**src/verilog/csp_pkg.sv**
```systemverilog
// constants for the correction serial port
// assumes a 100 MHz system clock sampling the external shift clock
// ******************************************************************
// ******************************************************************
package csp_pkg;
    localparam int  CSP_WIDTH       = 216;
    localparam int  CSP_CMN_LO      = 199;
    localparam int  CSP_CMN_W       = 17;
    localparam int  CSP_CLK_MHZ     = 100;
    localparam int  CSP_IDLE_MS     = 3;
    localparam int  CSP_IDLE_MAX_MS = 7;
    // least idle time, exact clk count for 3 ms; well inside the 7 ms ceiling
    localparam int  CSP_IDLE_CYC    = CSP_IDLE_MS * CSP_CLK_MHZ * 1000;
    localparam int  CSP_CNT_W       = 24;
    localparam logic [1:0] CSP_SYNC_RST = 2'h0;
endpackage

```
**src/verilog/csp_latch.sv**
```systemverilog
// holding latch for the correction data, registered read-out
// assumes load strobe comes from the same clock domain
`timescale 1ns/1ps
module csp_latch #(
    parameter int W = 216
) (
    input  wire logic         clk,
    input  wire logic         resetn,
    input  wire logic         load,
    input  wire logic [W-1:0] din,
    output logic      [W-1:0] dout
);
    always_ff @(posedge clk or negedge resetn) begin
        if (!resetn) begin
            dout <= '0;
        end else if (load) begin
            dout <= din;
        end
    end
endmodule

```
**src/verilog/csp_top.sv**
```systemverilog
// correction serial port: shift register, serial out, idle auto-latch
// assumes shift clock and serial input are asynchronous pins
// assumes the common-port load strobe is a one-cycle clk-domain pulse
`timescale 1ns/1ps
module csp_top
    import csp_pkg::*;
#(
    parameter int WIDTH    = csp_pkg::CSP_WIDTH,
    parameter int IDLE_CYC = csp_pkg::CSP_IDLE_CYC
) (
    input  wire logic                             clk,
    input  wire logic                             resetn,
    input  wire logic                             correction_shift_clock,
    input  wire logic                             correction_serial_in,
    input  wire logic                             cmn_load,
    input  wire logic [csp_pkg::CSP_CMN_W-1:0]    cmn_bits,
    output logic                                  correction_serial_out,
    output logic      [WIDTH-1:0]                 correction_latch,
    output logic                                  latch_pulse
);
    import csp_pkg::*;

    // ******************************************************************
    // types and helpers
    // ******************************************************************
    // quiet: no shift edge since the last copy; timing: gap being timed
    typedef enum logic {
        QUIET,
        TIMING
    } csp_idle_state_type;

    // one shift step: the new bit enters at the bottom
    function automatic logic [WIDTH-1:0] shift_step(
        input logic [WIDTH-1:0] cur,
        input logic             din
    );
        shift_step = {cur[WIDTH-2:0], din};
    endfunction

    // end of the idle gap: the copy is due on the next edge
    function automatic logic gap_done(
        input logic [CSP_CNT_W-1:0] cnt
    );
        gap_done = (cnt == CSP_CNT_W'(IDLE_CYC - 1));
    endfunction

    // ******************************************************************
    // declarations
    // ******************************************************************
    logic [1:0]           sck_sync_q;
    logic [1:0]           sin_sync_q;
    logic                 sck_prev_q;
    logic                 rise;
    logic                 cmn_take;
    logic [WIDTH-1:0]     shreg_q;
    logic [WIDTH-1:0]     shreg_next;
    logic [CSP_CNT_W-1:0] idle_q;
    csp_idle_state_type   state_q;
    logic                 load_go;

    // ******************************************************************
    // pin synchronisers
    // ******************************************************************
    // two flops per pin; the shift clock must stay high and low
    // for more than one clk period or edges are lost
    always_ff @(posedge clk or negedge resetn) begin
        if (!resetn) begin
            sck_sync_q <= CSP_SYNC_RST;
        end else begin
            sck_sync_q <= {sck_sync_q[0], correction_shift_clock};
        end
    end

    // data pin runs through the same depth, so it lines up with the edge
    always_ff @(posedge clk or negedge resetn) begin
        if (!resetn) begin
            sin_sync_q <= CSP_SYNC_RST;
        end else begin
            sin_sync_q <= {sin_sync_q[0], correction_serial_in};
        end
    end

    // ******************************************************************
    // edge detect
    // ******************************************************************
    // reset level matches the idle low pin, so no false edge after reset
    always_ff @(posedge clk or negedge resetn) begin
        if (!resetn) begin
            sck_prev_q <= 1'b0;
        end else begin
            sck_prev_q <= sck_sync_q[1];
        end
    end

    assign rise = sck_sync_q[1] & ~sck_prev_q;

    // a common-port load in the cycle of a shift edge is dropped
    assign cmn_take = cmn_load & ~rise;

    // ******************************************************************
    // shift register, own port apart from grayscale path
    // ******************************************************************
    assign shreg_next = shift_step(shreg_q, sin_sync_q[1]);

    // a common-port load lands in the same register; a shift edge wins
    always_ff @(posedge clk or negedge resetn) begin
        if (!resetn) begin
            shreg_q <= '0;
        end else if (rise) begin
            shreg_q <= shreg_next;
        end else if (cmn_take) begin
            shreg_q[CSP_CMN_W-1:0] <= cmn_bits;
        end
    end

    // ******************************************************************
    // serial output
    // ******************************************************************
    // a common-port load only touches the low bits, so the top bit holds
    always_ff @(posedge clk or negedge resetn) begin
        if (!resetn) begin
            correction_serial_out <= 1'b0;
        end else if (rise) begin
            correction_serial_out <= shreg_next[WIDTH-1];
        end
    end

    // ******************************************************************
    // idle timer and auto latch
    // ******************************************************************
    // copy timed at the shortest gap; the window's far end is never met
    always_ff @(posedge clk or negedge resetn) begin
        if (!resetn) begin
            state_q <= QUIET;
        end else begin
            unique case (state_q)
                QUIET: begin
                    if (rise) begin
                        state_q <= TIMING;
                    end
                end
                TIMING: begin
                    if (load_go) begin
                        state_q <= QUIET;
                    end
                end
            endcase
        end
    end

    // every shift edge restarts the count
    always_ff @(posedge clk or negedge resetn) begin
        if (!resetn) begin
            idle_q <= '0;
        end else if (rise) begin
            idle_q <= '0;
        end else if (state_q == TIMING && !load_go) begin
            idle_q <= idle_q + 1'b1;
        end
    end

    assign load_go = (state_q == TIMING) && !rise
                     && gap_done(idle_q);

    // ******************************************************************
    // copy strobe
    // ******************************************************************
    // rises on the same edge that loads the latch
    always_ff @(posedge clk or negedge resetn) begin
        if (!resetn) begin
            latch_pulse <= 1'b0;
        end else begin
            latch_pulse <= load_go;
        end
    end

    // ******************************************************************
    // holding latch
    // ******************************************************************
    csp_latch #(
        .W (WIDTH)
    ) u_latch (
        .clk    (clk),
        .resetn (resetn),
        .load   (load_go),
        .din    (shreg_q),
        .dout   (correction_latch)
    );
endmodule

```
**config.mk**
```make
export PLATFORM = sky130hd
export DESIGN_NAME = csp_top
export DESIGN_NICKNAME = d
export VERILOG_FILES = /design/src/verilog/csp_pkg.sv /design/src/verilog/csp_latch.sv /design/src/verilog/csp_top.sv
export SDC_FILE = /design/constraint.sdc
export NUM_CORES = 1
export LEC_CHECK = 0
export BUFFER_PORTS_ARGS = -buffer_cell sky130_fd_sc_hd__buf_4
export CORE_MARGIN = 3
export CORE_UTILIZATION = 48
export DETAILED_ROUTE_END_ITERATION = 8
export MAX_ROUTING_LAYER = met4
export PLACE_DENSITY_LB_ADDON = 0.25
export SYNTH_ARGS = -nofsm -noshare
export SYNTH_HDL_FRONTEND = slang
export SYNTH_HIERARCHICAL = 1
export SYNTH_SLANG_ARGS = --single-unit
```
**constraint.sdc**
```tcl
create_clock -name clk -period 2.6 [get_ports clk]
set_input_delay 0 -clock clk [delete_from_list [all_inputs] [get_ports clk]]
set_output_delay 0 -clock clk [all_outputs]
set_load 0.005 [all_outputs]
```
# Word-level counts from Yosys, hierarchy flattened
# Cells that the tools add are included.
[word_totals] regBits=464 input_bits=22 out_inout_bits=218 word_cells=31
[op_classes] n_addsub=1 eq_ne=1 muxes=7 n_bitwise=5 n_reduce_logical=7
[op_table] cell="2-to-1 mux 24 bit" count=2
[op_table] cell="2-to-1 mux 17 bit" count=2
[op_table] cell="adder 24 x 1 -> 24 bit (second input constant)" count=1
[op_table] cell="== test 24 x 19 -> 1 bit (second input constant)" count=1
[op_table] cell="nonzero test 2 bit" count=2
[op_table] cell="logical AND 1 bit" count=3
[op_table] cell="inverter 1 bit" count=3
[op_table] cell="bitwise AND 1 bit" count=2
[op_table] cell="logical NOT 1 bit" count=2
[op_table] cell="2-to-1 mux 1 bit" count=2
[op_table] cell="one-hot mux 1 bit (2 select lines)" count=1

# Logic depth before layout (Yosys ltp)
# Gate-level depths: netlist (run 1).
[logic_depth] ltp_word=9 mapped_depth=8 depth_no_buf=6

# Hierarchy
# Netlist (run 1), hierarchy kept.
[modules_own_cells] mod="csp_top" n_inst=1 cells_per_inst=1065 area_per_inst_um2=9678.0 seq_area_each_um2=6180.9
[modules_own_cells] mod="csp_latch" n_inst=1 cells_per_inst=456 area_per_inst_um2=8589.5 seq_area_each_um2=5405.2

# Worst setup path after synthesis (run 1)
# OpenSTA, ideal clock, no wires.
[synth_path] kind="register -> register" from="reg idle_q[0]" to="reg u_latch.dout[100]" setup_time_ns=0.125 t_arrival_ns=2.050 setup_slack_ns=0.425 stages_incl_launch_ff=9 period_less_slack_ns=2.175 cell_sequence="dfrtp_1 -> ha_1 -> nand3_2 -> or2_4 -> nor3_1 -> buf_6 -> buf_6 -> buf_6 -> mux2_4"
[synth_via] elab_chain_cells=2
[synth_rtl] item="start, declared" line_no="csp_top.sv:57" rtl="logic [CSP_CNT_W-1:0] idle_q;"
[synth_rtl] item="start signal, assigned" line_no="csp_top.sv:158" rtl="idle_q <= idle_q + 1'b1;"
[synth_rtl] item="== test 24 x 19 -> 1 bit" line_no="csp_top.sv:44" rtl="gap_done = (cnt == CSP_CNT_W'(IDLE_CYC - 1));"
[synth_rtl] item="logical AND 1 bit" line_no="csp_top.sv:163" rtl="&& gap_done(idle_q);"
[synth_rtl] item="named net load_go" line_no="csp_top.sv:59" rtl="logic load_go;"
[synth_rtl] item="end signal, assigned" line_no="csp_latch.sv:17" rtl="dout <= din;"
[synth_rtl] item="end, declared" line_no="csp_latch.sv:11" rtl="output logic [W-1:0] dout"
# The timed path passes the listed nets, and every way through them passes these cells.
# A chain may end at the register's enable or synchronous reset.

# Final worst setup path (run 1)
[layout_path] from="reg idle_q[0]" to="reg u_latch.dout[35]"
# The elaborated chain is that of the path after synthesis.

==> impl_summary.txt, run 1 <==
----------------------------------------------------
[Status]
  Status ... complete, no violations

[Clock network]
  Setup bufs post-CTS ... 0
  H-tree Lvls ... 2
  CTS tree ... built
  Resized Gates After CTS ... 0
  Clk buf depth ... 3
  CTS root buf ... sky130_fd_sc_hd__clkbuf_16
  Clock sink total ... 463
  Number of hold buffers added after CTS ... 37
  Clock input transition at the sequential cells of the worst setup and hold paths ... 0.06 ns
  Number of buffers inserted during clock tree synthesis ... 48
  Clock latency of the later-clocked register in the worst-skew pair ... 0.57 ns

[Setup path]
  CP required ... 3.04 ns
  Critical setup path kind ... reg -> reg
  Arrival time at the worst endpoint ... 2.88 ns
  Critical Path Max Stage Delay ... 0.41 ns
  Endpoint class of the critical path ... flip-flop
  Cell with the biggest individual delay on the critical path ... sky130_fd_sc_hd__dfrtp_1
  Worst reg2reg path startpoint ... idle_q[0]
  Cell chain of the critical path ... ha_1, nand3_2, or2_4, nor3_2, buf_12, buf_12, mux2_2
  Worst path most repeated cell ... sky130_fd_sc_hd__buf_12
  CP startpoint kind ... flip-flop
  Max FO, Critical Path ... 46
  Number of cells on the worst reg-to-reg path ... 7
  Setup crit start ... idle_q[0]

[STA]
  Fin crit share ... 93.6%
  Skew final ... 0.0138 ns
  Sum of negative setup slack ... 0 ns
  FMAX ... 0.411 GHz
  Worst rel slew slack ... 25.3%
  Final critical-path setup slack ... 0.166 ns
  Count of final max-slew check failures ... 0
  Transition at the pin with the smallest max-transition slack ... 1.12 ns
  Endpoints failing setup ... 0
  Post-layout minimum cycle time ... 2.43 ns
  Setup repair after global routing missed its margin ... no
  Number of endpoints with negative hold slack in the final report ... 0
  Worst hold slack across all endpoints ... 0.0347 ns

[Finish]
  Final core utilization ... 61.2%
  Share of final-layout standard cells stronger than drive strength 1 ... 30.9%
  Area delta synth->final ... 24.0%
  Final-stage net count ... 1821
  Diodes inserted ... 0
  Count of non-filler cells in the finished layout ... 2335
  Post-route cell area ... 22700 um2
  Fillcell total ... 2942

[Power and ir drop]
  Power per Cell Area ... 657 nW/um2
  Part of the power in combinational logic ... 3.7%
  Largest vdd supply drop ... 0.000488 V
  Portion of total power attributed to the clock network ... 46.5%
  Sequential power share ... 49.9%
  Pleak ... 12.1 nW
  Net load switching power ... 3.18 mW
  Total internal power ... 11.7 mW
  Total chip power ... 14.9 mW
  Switching Share ... 21.3%

[Synth]
  Post-synthesis net count ... 1544
  Library cell occupying the most area in the post-synthesis netlist ... sky130_fd_sc_hd__dfrtp_1
  Most common cell in the netlist ... sky130_fd_sc_hd__nand2_1
  Cell Area, Synth ... 18300 um2
  Average size of a mapped cell ... 12.0 um2
  Count of flip-flops with a built-in enable after synthesis ... 0
  Post-synth cell types ... 38
  Synth async-reset ratio ... 100%
  Number of warnings issued by yosys ... 6
  Gate count after technology mapping ... 1521
  Proportion of synthesized chip area in sequential cells ... 63.4%
  Leading cell types by count after synthesis ... sky130_fd_sc_hd__nand2_1, sky130_fd_sc_hd__dfrtp_1, sky130_fd_sc_hd__mux2_4, sky130_fd_sc_hd__mux2_2, sky130_fd_sc_hd__clkbuf_1
  Ys flop type ... sky130_fd_sc_hd__dfrtp_1
  Post-synth top area share ... 63.4%
  Top area cells in the synthesized netlist ... sky130_fd_sc_hd__dfrtp_1, sky130_fd_sc_hd__nand2_1, sky130_fd_sc_hd__mux2_4
  Synthesis-stage register bit count ... 463

[Routing]
  Number of search-and-repair iterations in the first detailed-routing pass ... 5
  Vias per Instance ... 4.98
  Final ANT Viol Nets ... 0
  Via count ... 11624
  Met2 WL post-DR ... 18.3 mm
  WL per Instance ... 16.7 um
  M1 WL ... 18.1 mm
  DRT Wirelength ... 39.0 mm
  Length of routed met3 wiring ... 1.70 mm
  DRC errors left ... 0
  Uppermost layer routed ... met4
  Initial DRC count ... 611

[GRT]
  Number of antenna violations at the first check in global routing ... 0
  Gr usage total ... 20.2%
  First-pass GRT wire length ... 65.7 mm
  Number of global-route vias before repair ... 12131
  Pin count of the biggest net entering global routing ... 205
  Global route total overflow ... 0

[Placement]
  Placed cell count ... 2215
  Detailed Place HPWL ... 24.3 mm
  RePlAce Congestion ... 0.819
  Total placed instance area ... 20700 um2
  Port buffer count ... 239
  Worst slack, placed ... 0.182 ns

[Die]
  Core Area ... 37000 um2
  Floorplan die width ... 201 um
  Starting Density ... 49.3%
  Full die area ... 40400 um2
  Chip Height ... 201 um
  Number of top-level pins ... 240
  Rows ... 70

[Min path]
  Worst Hold Class ... in -> async

[Run]
  Max-cap viol count ... 0

----------------------------------------------------
[worst max-delay path, delay by kind of cell (launching register included)]
kind	cells	cell delay, ns
and+or+nand+nor	3	0.69
DFF	1	0.41
muxes	1	0.38
buffers and inverters	2	0.50
adders and majority gates	1	0.29
[state kept, by name (all words and copies together) (netlist names)]
register	count
sck_sync_q	2
sck_prev_q	1
u_latch/dout	216
state_q	1
shreg_q	216
idle_q	24
latch_pulse	1
sin_sync_q	2
[path summary, 6_finish.rpt]
path	slack [ns]	end
max in group asynchronous	1.67	shreg_q[135]
setup reg to reg	0.17	u_latch/dout[35]
setup / recovery	0.17	u_latch/dout[35]
min in group clk	0.10	sin_sync_q[0]
hold / removal	0.03	shreg_q[192]
hold reg to reg	0.34	sin_sync_q[1]
[power by group through the flow]
stage	Clock, mW	Combinational (mW)	Sequential (mW)
floorplan	0	0.218	7.52
global placement	0	0.481	7.54
detailed placement	0	0.490	7.55
CTS	7.10	0.560	7.42
global route	7.42	0.625	7.43
finish	6.92	0.549	7.42
[placed cells by master, fill, tap and decap left out, types with 17 or more instances in the layout]
cell	synthesis	layout
sky130_fd_sc_hd__nand2_1	627	627
sky130_fd_sc_hd__dfrtp_1	463	463
sky130_fd_sc_hd__buf_4	1	252
sky130_fd_sc_hd__mux2_4	140	140
sky130_fd_sc_hd__mux2_2	76	76
sky130_fd_sc_hd__clkbuf_16	0	49
sky130_fd_sc_hd__dlygate4sd3_1	0	37
sky130_fd_sc_hd__o21ai_0	24	24
sky130_fd_sc_hd__mux2i_1	17	17
sky130_fd_sc_hd__buf_12	0	17
[final cells by class]
type                            count  area, um2  share of cell area, %
Clock buffer                       72       1400                   6.19
Clock inverter                     11        184                  0.812
Inverter                            3       11.3                 0.0497
Multi-Input combinational cell    975       6220                   27.5
Sequential cell                   463      11600                   51.1
Tap cell                          504        631                   2.78
Timing Repair Buffer              307       2620                   11.6
[cell families (layout without fill, tap and decap cells)]
| group | Yosys count | after routing | share of synthesized area, % |
|---|---|---|---|
| compound gates | 37 | 37 | 1.08 |
| xor+xnor | 13 | 13 | 0.623 |
| fa+ha+maj | 1 | 1 | 0.0685 |
| buf+inv | 83 | 393 | 2.62 |
| flops | 463 | 463 | 63.4 |
| mux | 233 | 233 | 17.1 |
| simple gates | 691 | 691 | 15.1 |
[per-layer routing]
layer	global-route usage [%]	vias to the layer above
li1	-	5491
met1	27.8	5838
met2	31.0	234
met3	3.91	61
met4	6.00	0
met5	-	-
Power figures use the tool's default switching activity.
==> run 2: changes to the inputs <==
--- a/config.mk
+++ b/config.mk
@@ -5,6 +5,7 @@
 export SDC_FILE = /design/constraint.sdc
 export NUM_CORES = 1
 export LEC_CHECK = 0
+export ABC_AREA = 1
 export BUFFER_PORTS_ARGS = -buffer_cell sky130_fd_sc_hd__buf_4
 export CORE_MARGIN = 3
 export CORE_UTILIZATION = 48
==> impl_summary.txt, run 2 <==
----------------------------------------------------
[Status]
  Status ... complete, no violations

[STA]
  Skew final ... 0.0101 ns (-0.00369 ns)
  Worst rel slew slack ... 25.6% (+0.29 points)
  Transition at the pin with the smallest max-transition slack ... 1.12 ns (-0.00436 ns)
  Fin crit share ... 92.2% (-1.4 points)
  Endpoints failing setup ... 0 (unchanged)
  Final critical-path setup slack ... 0.203 ns (+0.0376 ns)
  FMAX ... 0.417 GHz (+1.6%)
  Setup repair after global routing missed its margin ... no
  Sum of negative setup slack ... 0 ns (unchanged)
  Number of endpoints with negative hold slack in the final report ... 0 (unchanged)
  Post-layout minimum cycle time ... 2.40 ns (-0.0376 ns)
  Count of final max-slew check failures ... 0 (unchanged)

[Clock network]
  Clock latency of the later-clocked register in the worst-skew pair ... 0.56 ns (about the same)
  CTS tree ... built
  Resized Gates After CTS ... 0 (unchanged)
  Number of hold buffers added after CTS ... 38 (+2.7%)
  H-tree Lvls ... 2 (unchanged)
  CTS root buf ... sky130_fd_sc_hd__clkbuf_16
  Clock input transition at the sequential cells of the worst setup and hold paths ... 0.06 ns (about the same)
  Number of buffers inserted during clock tree synthesis ... 48 (unchanged)
  Clock sink total ... 463 (unchanged)
  Setup bufs post-CTS ... 0 (unchanged)
  Clk buf depth ... 3 (unchanged)

[Run]
  Max-cap viol count ... 0 (unchanged)

[Setup path]
  Arrival time at the worst endpoint ... 2.86 ns (-0.02 ns)
  Endpoint class of the critical path ... flip-flop
  Cell with the biggest individual delay on the critical path ... sky130_fd_sc_hd__buf_12
  Setup crit start ... sck_sync_q[1]
  Reg2reg end ... shreg_q[0]
  Critical Path Max Stage Delay ... 0.75 ns (+0.34 ns)
  Worst reg2reg path startpoint ... sck_sync_q[1]
  Cell chain of the critical path ... nand2_4, buf_12, nand3_1, dlygate4sd3_1, o211ai_1
  Critical setup path kind ... reg -> reg
  Endpoint of the worst setup timing path ... shreg_q[0]
  CP startpoint kind ... flip-flop
  Number of cells on the worst reg-to-reg path ... 5 (-2)
  CP required ... 3.06 ns (+0.02 ns)
  Reg-to-reg slack, setup ... 0.20 ns (+0.04 ns)
  Max FO, Critical Path ... 250 (+440%)

[Finish]
  Most common cell after layout, fill and taps aside ... sky130_fd_sc_hd__nand2_1
  Final-stage net count ... 2363 (+30%)
  Area delta synth->final ... 22.3%
  Commonest cells after routing, fill and taps aside ... sky130_fd_sc_hd__nand2_1, sky130_fd_sc_hd__dfrtp_1, sky130_fd_sc_hd__buf_4, sky130_fd_sc_hd__clkbuf_16, sky130_fd_sc_hd__nor2_1
  Fillcell total ... 3193 (+8.5%)
  Diodes inserted ... 0 (unchanged)
  Share of final-layout standard cells stronger than drive strength 1 ... 14.6% (-16 points)
  Registers with the most flip-flops ... shreg_q x216, u_latch/dout x216, idle_q x24

[Die]
  Rows ... 70 (unchanged)
  Full die area ... 40300 um2 (-0.25%)
  Number of top-level pins ... 240 (unchanged)
  Core Area ... 37000 um2 (unchanged)
  Floorplan die width ... 201 um (-0.12%)
  Chip Height ... 201 um (-0.12%)
  Starting Density ... 49.2% (-0.13 points)

[Routing]
  Final ANT Viol Nets ... 0 (unchanged)
  DRC errors left ... 0 (unchanged)
  Vias per Instance ... 4.88 (-2.0%)
  Via count ... 14053 (+21%)
  Initial DRC count ... 981 (+61%)
  Number of search-and-repair iterations in the first detailed-routing pass ... 5 (unchanged)
  WL per Instance ... 14.9 um (-11%)
  DRT Wirelength ... 43.0 mm (+10%)

[GRT]
  Number of antenna violations at the first check in global routing ... 0 (unchanged)
  First-pass GRT wire length ... 72.5 mm (+10%)
  Gr usage total ... 22.2% (+1.9 points)
  Number of global-route vias before repair ... 13852 (+14%)
  Pin count of the biggest net entering global routing ... 251 (+22%)
  Global route total overflow ... 0 (unchanged)

[Synth]
  Post-synth cell types ... 31 (-18%)
  Library cell occupying the most area in the post-synthesis netlist ... sky130_fd_sc_hd__dfrtp_1
  Top area cells in the synthesized netlist ... sky130_fd_sc_hd__dfrtp_1, sky130_fd_sc_hd__nand2_1, sky130_fd_sc_hd__buf_2
  Synth async-reset ratio ... 100% (unchanged)
  Average size of a mapped cell ... 8.68 um2 (-28%)
  Gate count after technology mapping ... 2099 (+38%)
  Post-synthesis net count ... 2122 (+37%)
  Cell Area, Synth ... 18200 um2 (-0.26%)
  Leading cell types by count after synthesis ... sky130_fd_sc_hd__nand2_1, sky130_fd_sc_hd__dfrtp_1, sky130_fd_sc_hd__nor2_1, sky130_fd_sc_hd__buf_2, sky130_fd_sc_hd__clkbuf_1
  Number of warnings issued by yosys ... 6 (unchanged)
  Synthesis-stage register bit count ... 463 (unchanged)
  Proportion of synthesized chip area in sequential cells ... 63.6% (+0.17 points)
  Most common cell in the netlist ... sky130_fd_sc_hd__nand2_1
  Ys flop type ... sky130_fd_sc_hd__dfrtp_1
  Count of flip-flops with a built-in enable after synthesis ... 0 (unchanged)
  Post-synth top area share ... 63.6% (+0.17 points)

[Power and ir drop]
  Switching Share ... 22.3% (+0.99 points)
  Net load switching power ... 3.28 mW (+3.2%)
  Total internal power ... 11.4 mW (-2.6%)
  Part of the power in combinational logic ... 3.8% (about the same)
  Portion of total power attributed to the clock network ... 45.8% (-0.7 points)
  Power per Cell Area ... 659 nW/um2 (+0.32%)
  Largest vdd supply drop ... 0.000455 V (-6.7%)
  Sequential power share ... 50.4% (+0.5 points)
  Pleak ... 12.7 nW (+5.0%)

[Placement]
  RePlAce Congestion ... 0.853 (+4.1%)
  Worst slack, placed ... 0.249 ns (+0.0669 ns)
  Port buffer count ... 239 (unchanged)
  Detailed Place HPWL ... 26.0 mm (+6.9%)

[Min path]
  Worst Hold Class ... in -> async

----------------------------------------------------
==> run 2: final cells by class <==
| cell class | count | area (um2) | area share [%] |
|---|---|---|---|
| inverters | 38 | 153 | 0.685 |
| repair buffers | 296 | 2460 | 11.0 |
| clock inverters | 18 | 153 | 0.685 |
| clock buffers | 70 | 1400 | 6.26 |
| well taps | 504 | 631 | 2.83 |
| multi-input cells | 1493 | 5910 | 26.5 |
| flip-flops and latches | 463 | 11600 | 52.0 |
==> run 2: worst min path at each step <==
stage | startpoint | endpoint | slack, ns | cells after the start
CTS | resetn | shreg_q[212] | 0.06 | 3
floorplan | resetn | idle_q[0] | -0.30 | 0
global route | resetn | u_latch/dout[194] | 0.08 | 3
finish | resetn | u_latch/dout[190] | 0.08 | 3
detailed placement | resetn | u_latch/dout[198] | -0.07 | 1
global placement | resetn | u_latch/dout[198] | -0.07 | 1
==> run 2: kinds of logic after synthesis <==
| group | after synthesis | synth area share (%) |
|---|---|---|
| AOI/OAI and AO/OA | 31 | 1.26 |
| xor gates and xnor gates | 6 | 0.288 |
| adders and majority gates | 1 | 0.0687 |
| buffers and inverters | 143 | 4.04 |
| DFF | 463 | 63.6 |
| and+or+nand+nor | 1455 | 30.8 |
==> run 2: power by group through the flow <==
| stage | Combinational, mW | Sequential [mW] | Clock, mW |
|---|---|---|---|
| after detailed placement | 0.518 | 7.54 | 0 |
| after CTS | 0.570 | 7.40 | 6.90 |
| after floorplan | 0.258 | 7.51 | 0 |
| after global placement | 0.510 | 7.53 | 0 |
| final | 0.555 | 7.41 | 6.73 |
| after global routing | 0.641 | 7.42 | 7.19 |
==> run 2: per-layer routing <==
layer | global-route usage, % | up-vias | routed length (um)
met4 | 6.37 | 0 | 954
met5 | - | - | 0
met2 | 34.5 | 333 | 20000
met1 | 29.5 | 6796 | 19300
li1 | - | 6861 | -
met3 | 5.03 | 63 | 2710
==> run 2: worst max-delay path, delay by kind of cell (launching register included) <==
kind | cells | cell delay [ns]
buffers and inverters | 2 | 1.38
AOI/OAI and AO/OA | 1 | 0.12
and+or+nand+nor | 2 | 0.28
DFF | 1 | 0.40
==> run 2: through the flow <==
stage,hold WS [ns],std cells,util (%),area [um2],power (mW)
6_report,0.0790,2882,60.1,22300,14.7
5_1_grt,0.0826,2882,60.1,22300,15.2
4_1_cts,0.0575,2882,60.1,22300,14.9
3_5_place_dp,-0.0655,2756,54.9,20300,8.05
3_3_place_gp,-0.0690,2756,54.9,20300,8.04
2_1_floorplan,-0.296,2099,-,18200,7.77
